<file path="src/design/rpq_pkg.sv">
// Constants and types for the receive-port video qualifier
// What this block does
// - Discard enabled: drop packets while unqualified
// - Zero-stats bit: unqualified ports read zero counts
// - Line-count change drops qualification until threshold
// - Line-size change drops qualification until threshold
// - Hold mode 0: each parity error deasserts
// - Hold mode 1: parity error clears until threshold
// - Watchdog: no frame end in two periods
// - Watchdog ignored when threshold is zero
// - Threshold zero: qualify on receiver lock
// - Threshold nonzero: qualify after that many frames
// - Port-select register picks the port reached
// - Resume forwarding after truncation once threshold met
package rpq_pkg;
  localparam int NPORT = 4;
  localparam int PSEL_W = 2;
  localparam int WD_W = 24;
  // ****************************************
  // Register offsets
  // ****************************************
  localparam logic [7:0] OFS_PORT_SEL = 8'h4C;
  localparam logic [7:0] OFS_QUAL_CTRL = 8'h7D;
  localparam logic [7:0] OFS_LINES_HI = 8'h73;
  localparam logic [7:0] OFS_LINES_LO = 8'h74;
  localparam logic [7:0] OFS_ROWLEN_HI = 8'h75;
  localparam logic [7:0] OFS_ROWLEN_LO = 8'h76;
  // ****************************************
  // Control fields and reset values
  // ****************************************
  localparam int BIT_DISCARD = 7;
  localparam int BIT_ZERO_STATS = 6;
  localparam int BIT_CHK_LINES = 5;
  localparam int BIT_CHK_SIZE = 4;
  localparam int BIT_PAR_HOLD = 3;
  localparam int BIT_WDOG_OFF = 2;
  localparam int BIT_THR_LSB = 0;
  localparam int THR_W = 2;
  localparam logic [7:0] QUAL_CTRL_RST = 8'h00;
  localparam logic [7:0] PORT_SEL_RST = 8'h00;
  // ****************************************
  // Types
  // ****************************************
  typedef struct packed {
    logic lock;
    logic frame_end;
    logic line_end;
    logic parity_err;
    logic [15:0] line_len;
  } rpq_vid_s;
  typedef struct packed {
    logic last;
    logic [31:0] data;
  } rpq_pkt_s;
  localparam int PKT_W = $bits(rpq_pkt_s);
  typedef enum logic [1:0] {
    ST_UNLOCKED = 2'b00,
    ST_COUNTING = 2'b01,
    ST_QUALIFIED = 2'b11
  } rpq_state_e;
endpackage

</file>
<file path="src/design/rpq_skid2.sv">
// Two-entry buffer with valid and ready on both sides
`timescale 1ns/1ps
module rpq_skid2 (
  input wire logic I_CLK_SYS,
  input wire logic I_RST,
  input wire rpq_pkg::rpq_pkt_s i_data,
  input wire logic i_valid,
  output logic o_ready,
  output rpq_pkg::rpq_pkt_s o_data,
  output logic o_valid,
  input wire logic i_ready
);
  import rpq_pkg::*;
  rpq_pkt_s mem [2];
  logic wr_ptr;
  logic rd_ptr;
  logic [1:0] count;
  logic push;
  logic pop;

  assign o_ready = (count != 2'h2);
  assign o_valid = (count != 2'h0);
  assign o_data = mem[rd_ptr];
  assign push = i_valid && o_ready;
  assign pop = o_valid && i_ready;

  always_ff @(posedge I_CLK_SYS) begin
    if (push) begin
      mem[wr_ptr] <= i_data;
    end
  end

  always_ff @(posedge I_CLK_SYS) begin
    if (I_RST) begin
      wr_ptr <= 1'b0;
      rd_ptr <= 1'b0;
      count <= 2'h0;
    end else begin
      if (push) begin
        wr_ptr <= ~wr_ptr;
      end
      if (pop) begin
        rd_ptr <= ~rd_ptr;
      end
      if (push && !pop) begin
        count <= count + 2'h1;
      end else if (pop && !push) begin
        count <= count - 2'h1;
      end
    end
  end
endmodule

</file>
<file path="src/design/rpq_top.sv">
// Receive-port video qualification, packet gating and register file
`timescale 1ns/1ps
module rpq_top (
  input wire logic I_CLK_SYS,
  input wire logic I_RST,
  input wire logic [7:0] I_REG_ADDR,
  input wire logic [7:0] I_REG_WDATA,
  input wire logic I_REG_WR,
  input wire logic I_REG_RD,
  output logic [7:0] O_REG_RDATA,
  input wire rpq_pkg::rpq_vid_s I_VID [rpq_pkg::NPORT],
  input wire rpq_pkg::rpq_pkt_s I_PKT [rpq_pkg::NPORT],
  input wire logic [rpq_pkg::NPORT-1:0] I_PKT_VALID,
  output logic [rpq_pkg::NPORT-1:0] O_PKT_READY,
  output rpq_pkg::rpq_pkt_s O_PKT [rpq_pkg::NPORT],
  output logic [rpq_pkg::NPORT-1:0] O_PKT_VALID,
  input wire logic [rpq_pkg::NPORT-1:0] I_PKT_READY,
  output logic [rpq_pkg::NPORT-1:0] O_QUALIFIED
);
  import rpq_pkg::*;
  logic [7:0] port_sel;
  logic [PSEL_W-1:0] sel;
  logic [7:0] ctrl_rd [NPORT];
  logic [15:0] lines_rd [NPORT];
  logic [15:0] rowlen_rd [NPORT];

  assign sel = port_sel[PSEL_W-1:0];

  // ****************************************
  // Port select
  // ****************************************
  always_ff @(posedge I_CLK_SYS) begin
    if (I_RST) begin
      port_sel <= PORT_SEL_RST;
    end else if (I_REG_WR && I_REG_ADDR == OFS_PORT_SEL) begin
      port_sel <= I_REG_WDATA;
    end
  end

  // ****************************************
  // Register readback
  // ****************************************
  always_ff @(posedge I_CLK_SYS) begin
    if (I_RST) begin
      O_REG_RDATA <= 8'h00;
    end else if (I_REG_RD) begin
      case (I_REG_ADDR)
        OFS_PORT_SEL: O_REG_RDATA <= port_sel;
        OFS_QUAL_CTRL: O_REG_RDATA <= ctrl_rd[sel];
        OFS_LINES_HI: O_REG_RDATA <= lines_rd[sel][15:8];
        OFS_LINES_LO: O_REG_RDATA <= lines_rd[sel][7:0];
        OFS_ROWLEN_HI: O_REG_RDATA <= rowlen_rd[sel][15:8];
        OFS_ROWLEN_LO: O_REG_RDATA <= rowlen_rd[sel][7:0];
        default: O_REG_RDATA <= 8'h00;
      endcase
    end
  end

  // ****************************************
  // Per-port logic
  // ****************************************
  genvar p;
  for (p = 0; p < NPORT; p++) begin : g_port
    logic [7:0] ctrl;
    logic [THR_W-1:0] thresh;
    rpq_vid_s ev;
    rpq_state_e st;
    logic [THR_W-1:0] tally;
    logic [15:0] cur_lines;
    logic [15:0] next_lines;
    logic [15:0] last_lines;
    logic [15:0] last_len;
    logic have_lines;
    logic have_len;
    logic frame_par;
    logic frame_size_bad;
    logic lines_change;
    logic size_change;
    logic frame_ok;
    logic [WD_W-1:0] since;
    logic [WD_W-1:0] period;
    logic have_period;
    logic wd_fire;
    logic drop;
    logic qual;
    logic discard;

    assign ev = I_VID[p];
    assign thresh = ctrl[BIT_THR_LSB +: THR_W];
    assign ctrl_rd[p] = ctrl;

    always_ff @(posedge I_CLK_SYS) begin
      if (I_RST) begin
        ctrl <= QUAL_CTRL_RST;
      end else if (I_REG_WR && I_REG_ADDR == OFS_QUAL_CTRL && sel == p) begin
        ctrl <= I_REG_WDATA;
      end
    end

    // Frame geometry tracking
    assign next_lines = cur_lines + {15'h0000, ev.line_end};
    assign lines_change = ev.frame_end && have_lines && next_lines != last_lines;
    assign size_change = ev.line_end && have_len && ev.line_len != last_len;

    always_ff @(posedge I_CLK_SYS) begin
      if (I_RST || !ev.lock) begin
        cur_lines <= 16'h0000;
        last_lines <= 16'h0000;
        last_len <= 16'h0000;
        have_lines <= 1'b0;
        have_len <= 1'b0;
      end else begin
        if (ev.frame_end) begin
          cur_lines <= 16'h0000;
          last_lines <= next_lines;
          have_lines <= 1'b1;
        end else if (ev.line_end) begin
          cur_lines <= next_lines;
        end
        if (ev.line_end) begin
          last_len <= ev.line_len;
          have_len <= 1'b1;
        end
      end
    end

    // Per-frame error memory
    always_ff @(posedge I_CLK_SYS) begin
      if (I_RST || !ev.lock || ev.frame_end) begin
        frame_par <= 1'b0;
        frame_size_bad <= 1'b0;
      end else begin
        if (ev.parity_err) begin
          frame_par <= 1'b1;
        end
        if (size_change) begin
          frame_size_bad <= 1'b1;
        end
      end
    end

    assign frame_ok = ev.frame_end && !frame_par && !ev.parity_err
      && !(ctrl[BIT_CHK_LINES] && lines_change)
      && !(ctrl[BIT_CHK_SIZE] && (size_change || frame_size_bad));

    // Frame-end watchdog over two measured frame periods
    always_ff @(posedge I_CLK_SYS) begin
      if (I_RST || !ev.lock) begin
        since <= '0;
        period <= '0;
        have_period <= 1'b0;
      end else if (ev.frame_end) begin
        since <= '0;
        if (have_lines) begin
          period <= since + 1'b1;
          have_period <= 1'b1;
        end
      end else if (since != '1) begin
        since <= since + 1'b1;
      end
    end

    assign wd_fire = !ctrl[BIT_WDOG_OFF] && have_period
      && {1'b0, since} >= {period, 1'b0}
      && thresh != '0;

    assign drop = (ctrl[BIT_CHK_LINES] && lines_change)
      || (ctrl[BIT_CHK_SIZE] && size_change)
      || (ctrl[BIT_PAR_HOLD] && ev.parity_err)
      || wd_fire;

    // Qualification state
    always_ff @(posedge I_CLK_SYS) begin
      if (I_RST || !ev.lock) begin
        st <= ST_UNLOCKED;
        tally <= '0;
      end else begin
        case (st)
          ST_UNLOCKED: begin
            tally <= '0;
            st <= (thresh == '0) ? ST_QUALIFIED : ST_COUNTING;
          end
          ST_COUNTING: begin
            if (drop) begin
              tally <= '0;
            end else if (thresh == '0) begin
              st <= ST_QUALIFIED;
            end else if (frame_ok) begin
              if (tally + 1'b1 >= thresh) begin
                st <= ST_QUALIFIED;
              end else begin
                tally <= tally + 1'b1;
              end
            end
          end
          ST_QUALIFIED: begin
            if (drop) begin
              st <= ST_COUNTING;
              tally <= '0;
            end
          end
          default: begin
            st <= ST_UNLOCKED;
            tally <= '0;
          end
        endcase
      end
    end

    assign qual = st == ST_QUALIFIED
      && !(ev.parity_err && !ctrl[BIT_PAR_HOLD]);
    assign O_QUALIFIED[p] = qual;

    assign lines_rd[p] = (ctrl[BIT_ZERO_STATS] && !qual) ? 16'h0000 : last_lines;
    assign rowlen_rd[p] = (ctrl[BIT_ZERO_STATS] && !qual) ? 16'h0000 : last_len;

    // Packet gating into the output buffer
    assign discard = ctrl[BIT_DISCARD] && !qual;
    logic buf_ready;
    assign O_PKT_READY[p] = discard ? 1'b1 : buf_ready;

    rpq_skid2 u_buf (
      .I_CLK_SYS(I_CLK_SYS),
      .I_RST(I_RST),
      .i_data(I_PKT[p]),
      .i_valid(I_PKT_VALID[p] && !discard),
      .o_ready(buf_ready),
      .o_data(O_PKT[p]),
      .o_valid(O_PKT_VALID[p]),
      .i_ready(I_PKT_READY[p])
    );
  end
endmodule

</file>
<file path="config.mk">
export PLATFORM = sky130hd
export DESIGN_NAME = rpq_top
export DESIGN_NICKNAME = d
export VERILOG_FILES = /design/src/design/rpq_pkg.sv /design/src/design/rpq_skid2.sv /design/src/design/rpq_top.sv
export SDC_FILE = /design/constraint.sdc
export NUM_CORES = 2
export LEC_CHECK = 0
export ABC_CLOCK_PERIOD_IN_PS = 4450
export BUFFER_PORTS_ARGS = -buffer_cell sky130_fd_sc_hd__buf_2
export CAP_MARGIN = 20
export CORE_MARGIN = 5
export CORE_UTILIZATION = 59
export CTS_CLUSTER_SIZE = 20
export DETAILED_ROUTE_END_ITERATION = 8
export PLACE_DENSITY = 0.77
export SLEW_MARGIN = 20
export SYNTH_ARGS = -nofsm -noshare
export SYNTH_HDL_FRONTEND = slang
export SYNTH_SLANG_ARGS = --single-unit
</file>
<file path="constraint.sdc">
create_clock -name I_CLK_SYS -period 4.45 [get_ports I_CLK_SYS]
set_input_delay 0.6675 -clock I_CLK_SYS [delete_from_list [all_inputs] [get_ports I_CLK_SYS]]
set_output_delay 0.6675 -clock I_CLK_SYS [all_outputs]
set_load 0.02 [all_outputs]
</file>
* After elaboration in Yosys (flattened, before gate mapping) *
Memory sizes are Yosys's and may differ from the RTL's. A register that Yosys moved wholly into a read port is not among the register bits.
Index checks and enable logic that the tools add are counted.

cells by class
  $add $sub $neg = 20
  $mul = 0
  divide/modulo/power cells = 0
  $lt $le $gt $ge = 9
  equal/unequal tests = 61
  shift-type cells = 0
  mux-type cells = 98
  bitwise logic cells = 9
  reductions and logical operators = 211

operator list
  operator               number
  $mux 16                12
  $ne 16x16->1           8
  $mux 2                 52
  $logic_and 1x1->1      102
  $ge 24x25->1           4
  $add 24x1->24 const B  4
  $ne 24x24->1 const B   4
  $add 16x1->16          4
  $bmux 16 s2            2
  $ne 3x3->1 const B     20
  $eq 8x7->1 const B     6
  $logic_not 1->1        48
  $pmux 8 s6             1
  $reduce_and 4->1       8
  $logic_or 1x1->1       24
  $ne 2x2->1 const B     12
  $pmux 2 s3             4
  $reduce_bool 2->1      12
  $mux 1                 20
  $logic_not 2->1        9
  $add 2x1->2 const B    8
  $bmux 8 s2             1
  $mux 8                 2
  $pmux 2 s2             4
  9 further kinds        37

storage, ports and cells
  flip-flop bits (word level) = 484
  bits in latches = 0
  bits in writable memories = 264
  bits in read-only memories = 0
  input bits = 240
  output and inout bits = 152
  logic and storage cells = 478
  memories kept = 4

memories
  memory               words  width  rd ports  clocked after memory_dff  write ports  RTL line         RTL
  g_port[0].u_buf.mem  2      33     1         1                         1            rpq_skid2.sv:14  rpq_pkt_s mem [2];
  g_port[1].u_buf.mem  2      33     1         1                         1            rpq_skid2.sv:14
  g_port[2].u_buf.mem  2      33     1         1                         1            rpq_skid2.sv:14
  g_port[3].u_buf.mem  2      33     1         1                         1            rpq_skid2.sv:14

* Longest topological paths before layout *
  depth after elaboration = 13
  gate-level depth with buffers = 12
  depth with buffers taken out = 11

* Hierarchy *
A second synthesis with hierarchy kept.

unflattened totals
  cell total of the unflattened synthesis = 3508
  area, all modules = 35800.6 µm²

by module, submodules not included
  module     times used  cells each  area an instance (µm²)  seq. area each (µm²)
  rpq_top    1           3000        25415.6                 9369.0
  rpq_skid2  4           127         2596.2                  2082.0

* Least setup slack after synthesis *
OpenSTA, ideal clock, no wires.

  path kind = input port to flip-flop
  from = input port I_VID[37] (netlist name)
  to = register g_port[2].tally[1]
  library setup time = 0.070 ns
  arrival time = 3.258 ns
  required time = 4.380 ns
  path slack = 1.122 ns
  cell stages on the path = 11
  buffers on the path = 0
  cell sequence = ha_1 -> ha_1 -> nand3_1 -> nor4_4 -> or3b_2 -> nand4_1 -> or4_4 -> a2111oi_4 -> a21oi_2 -> or4b_1 -> a21oi_1

on the way
  longest elaborated chain between the ends = 9
  elaborated cells on any way between the ends = 23
  those cells by class = add/sub: 1; eq/ne: 5; mux: 2; reduce/logical: 15

ends and longest elaborated chain
  what                                                             RTL line                        RTL
  start: declaration                                               rpq_top.sv:11                   input wire rpq_pkg::rpq_vid_s I_VID [rpq_pkg::NPORT],
  $add 16x1->16                                                    rpq_top.sv:101                  assign next_lines = cur_lines + {15'h0000, ev.line_end};
  $ne 16x16->1                                                     rpq_top.sv:102                  assign lines_change = ev.frame_end && have_lines && next_lines != last_lines;
  $logic_and 1x1->1                                                rpq_top.sv:102
  $logic_and 1x1->1                                                rpq_top.sv:143, rpq_top.sv:167
  $logic_or 1x1->1 / $logic_not 1->1 (equally long branches)       rpq_top.sv:168, rpq_top.sv:143
  $logic_or 1x1->1 / $logic_and 1x1->1 (equally long branches)     rpq_top.sv:169, rpq_top.sv:143
  $logic_or 1x1->1 / $logic_and 1x1->1 (equally long branches)     rpq_top.sv:170, rpq_top.sv:144
  $ne 3x3->1 (no line) (tied with other cells)                     --
  $reduce_and 4->1 (no line) / $pmux 2 s2 (equally long branches)  --
  end signal: assignment                                           rpq_top.sv:192                  tally <= tally + 1'b1;
  end: declaration                                                 rpq_top.sv:68                   logic [THR_W-1:0] tally;

Several ways; a longest one is shown, not always the timed one.
A chain may end at the register's enable or synchronous reset.

* Final worst setup path *
  from = register g_port[2].cur_lines[0]
  to = register g_port[2].tally[1]

on the way
  longest elaborated chain between the ends = 9
  elaborated cells on any way between the ends = 17
  those cells by class = add/sub: 1; eq/ne: 5; mux: 2; reduce/logical: 9

ends and longest elaborated chain
  what                                                             RTL line                        RTL
  start: declaration                                               rpq_top.sv:69                   logic [15:0] cur_lines;
  start signal: assignment                                         rpq_top.sv:118                  cur_lines <= next_lines;
  $add 16x1->16 (*)                                                rpq_top.sv:101
  $ne 16x16->1 (*)                                                 rpq_top.sv:102
  $logic_and 1x1->1 (*)                                            rpq_top.sv:102
  $logic_and 1x1->1 (*)                                            rpq_top.sv:143, rpq_top.sv:167
  $logic_or 1x1->1 / $logic_not 1->1 (equally long branches)       rpq_top.sv:168, rpq_top.sv:143
  $logic_or 1x1->1 / $logic_and 1x1->1 (equally long branches)     rpq_top.sv:169, rpq_top.sv:143
  $logic_or 1x1->1 / $logic_and 1x1->1 (equally long branches)     rpq_top.sv:170, rpq_top.sv:144
  $ne 3x3->1 (no line) (tied with other cells)                     --
  $reduce_and 4->1 (no line) / $pmux 2 s2 (equally long branches)  --

Mark *: on every way between the ends. The rest lies on a longest branch, timed or not.

==> impl_metrics.json <==
{
  "outcome": "finished clean",
  "start_util": 0.595,
  "drc": 0,
  "critPathMaxStageDelay_ps": 540,
  "drive_gt1_frac": 0.192,
  "syn_to_final_growth_pct": 14.0,
  "hold_class": "in -> reg",
  "cpLargestDelayFamily": "simple AND/OR/NAND/NOR gates",
  "yosysWarningCount": 0,
  "fmax_mhz": 296,
  "cts_tree": "done",
  "fin_cells": 4552,
  "rows": 89,
  "dpl-instance-area_sq_um": 37500,
  "yosysMostFrequentCell": "dfxtp_1",
  "die_w_um": 254,
  "grt-ovfl-total": 0,
  "clkLatencyLatePin_ps": 610,
  "io_buffers": 391,
  "numCtsBuffers": 76,
  "period_needed_ps": 3380,
  "ys_types": 82,
  "cts_max_level": 3,
  "synth_ff_type": "dfxtp_1",
  "drt_iter0_drc": 2046,
  "coreArea_sq_um": 58900,
  "path_class": "reg -> reg",
  "grt_pass1_vias": 25200,
  "rsz0062_at_grt": "no",
  "die_h_um": 254,
  "dp.cells": 4411,
  "required_ps": 4980,
  "post_cts_buffers": 0,
  "antenna_found_initial": 13,
  "fin_area_sq_um": 40000,
  "dp_hpwl_um": 67400,
  "power.density_nw_per_um2": 429,
  "ctsResizeCount": 0,
  "grt_usage": 0.277,
  "hold_viol": 0,
  "drtPass1Iterations": 6,
  "cts_sinks": 752,
  "crit_path_start_kind": "flop",
  "synth_top_area_share": 0.279,
  "synth_area_leaders": "dfxtp_1 (28%), edfxtp_1 (23%), xor2_1 (5.2%)",
  "setup_viol": 0,
  "drv_cap": 0,
  "cpMaxStageDelayCell": "a2111oi_0",
  "synth_nets": 3772,
  "ys_ff_latch": 752,
  "io_pins": 392,
  "whs_ps": 245,
  "grt_pass1_wl_um": 143000,
  "fin_nets": 4074,
  "drtAntennaViolNets": 0,
  "critPathCaptureType": "flop",
  "n_fill_cell": 4558,
  "ir_drop_mv": 0.480,
  "cp_cell_sequence": "ha_1 > ha_1 > and3_1 > nand3_1 > a2111oi_0 > nand4_1 > a2111oi_4 > a21oi_2 > or4b_1 > a21oi_1",
  "syn_area_sq_um": 35100,
  "dieArea_sq_um": 64400,
  "path_clk_slew_ps": 60,
  "place.gp.congestion": 0.960,
  "worstMarginPinSlew_ps": 1040,
  "finalWirelength_um": 92900,
  "root_buffer": "clkbuf_16",
  "routed_via_density": 5.84,
  "synth_top_cell_by_area": "dfxtp_1",
  "synthArstFlopShare": 0,
  "final.period_utilization": 0.759,
  "crit_fanout": 8,
  "avgRoutedWirePerCell_um": 20.4,
  "path_buf_inv": 0,
  "cp_data_arrival_time_ps": 3910,
  "syn_area_per_cell_sq_um": 10.3,
  "synth_edf_count": 264,
  "yosys-top-cells-count": "dfxtp_1 (488), nor2_1 (464), edfxtp_1 (264), xor2_1 (207), a21oi_1 (194)",
  "clk_path_buf_depth": 3,
  "via_count": 26600,
  "fin_worst_skew_ps": 19.5,
  "synth_cells": 3414,
  "tns_ps": 0,
  "leakagePower_nw": 14.9,
  "relSlewSlack": 0.308,
  "drv_slew": 0,
  "cts-hold-fix-buffers": 0,
  "grt_max_degree": 67,
  "cp_common_cell": "ha_1",
  "seq_area_frac_synth": 0.505
}
kinds of logic after synthesis:
family,Yosys count,synth area share
xor+xnor,333,0.0852
buf+inv,332,0.0376
fa+ha+maj,118,0.0421
mux,242,0.0767
compound gates,559,0.107
simple gates,1078,0.147
flops,752,0.505
report_power, final:
part | total, mW | internal (mW) | switching, mW
sequential | 7.92 | 7.68 | 0.243
combinational | 2.87 | 1.11 | 1.77
clock | 6.35 | 3.69 | 2.66
cells in the final DEF, fill, tap and decap left out, types with 49 or more instances in the layout:
| cell type | synthesis | routed |
|---|---|---|
| clkbuf_16 | 0 | 76 |
| buf_2 | 9 | 391 |
| inv_1 | 124 | 124 |
| mux2_2 | 132 | 132 |
| o21ai_0 | 49 | 49 |
| xor2_1 | 207 | 207 |
| a211oi_1 | 150 | 150 |
| nor3_1 | 80 | 80 |
| nand2_1 | 172 | 172 |
| nand4_1 | 60 | 60 |
| a221oi_1 | 71 | 71 |
| nor2_1 | 464 | 464 |
| xnor2_1 | 121 | 121 |
| ha_1 | 118 | 118 |
| mux2i_1 | 102 | 102 |
| edfxtp_1 | 264 | 264 |
| a21oi_1 | 194 | 193 |
| dfxtp_1 | 488 | 487 |
| nand3_1 | 77 | 77 |
state kept, by name (all words and copies together) (netlist names), 8 cells and up, named ones only:
register / count
O_REG_RDATA: 8
g_port.ctrl: 32
g_port.cur_lines: 64
g_port.last_len: 64
g_port.last_lines: 64
g_port.period: 96
g_port.since: 96
g_port.st: 8
g_port.tally: 8
g_port.u_buf.count: 8
g_port.u_buf.mem: 264
port_sel: 8
final cells by class:
cell class	instances	area, sq um	area share
Sequential cell	752	17700	0.443
Multi-Input combinational cell	2330	16100	0.402
Timing Repair Buffer	431	2260	0.0565
Clock buffer	105	2150	0.0538
Tap cell	773	967	0.0242
Inverter	125	469	0.0117
Clock inverter	33	338	0.00846
Antenna cell	3	7.51	0.000188
routing by layer:
metal	share of wire	track usage	vias up	wire length (um)
met5	0.0014	0	-	126
met3	0.082	0.0582	195	7590
met1	0.42	0.368	12600	38700
met2	0.46	0.454	957	43100
li1	-	-	12800	-
met4	0.037	0.101	18	3470
through the flow:
stage,power [mW],setup slack (ps),utilization
detailed placement,10.9,513,0.636
global placement,10.9,643,0.636
CTS,17.3,1100,0.678
floorplan,9.93,1120,-
finish,17.1,1070,0.678
global route,17.8,748,0.678
path summary, 6_finish.rpt:
path | from | endpoint | slack (ps) | depth (start not counted)
max | g_port[2].cur_lines[0] | g_port[2].tally[1] | 1070 | 10
min | I_PKT[28] | g_port[3].u_buf.mem[1][28] | 240 | 1
max reg2reg | g_port[2].cur_lines[0] | g_port[2].tally[1] | 1070 | 10
min reg2reg | g_port[2].frame_par | g_port[2].frame_par | 460 | 2
No activity file was read; power rests on OpenSTA's default activity.
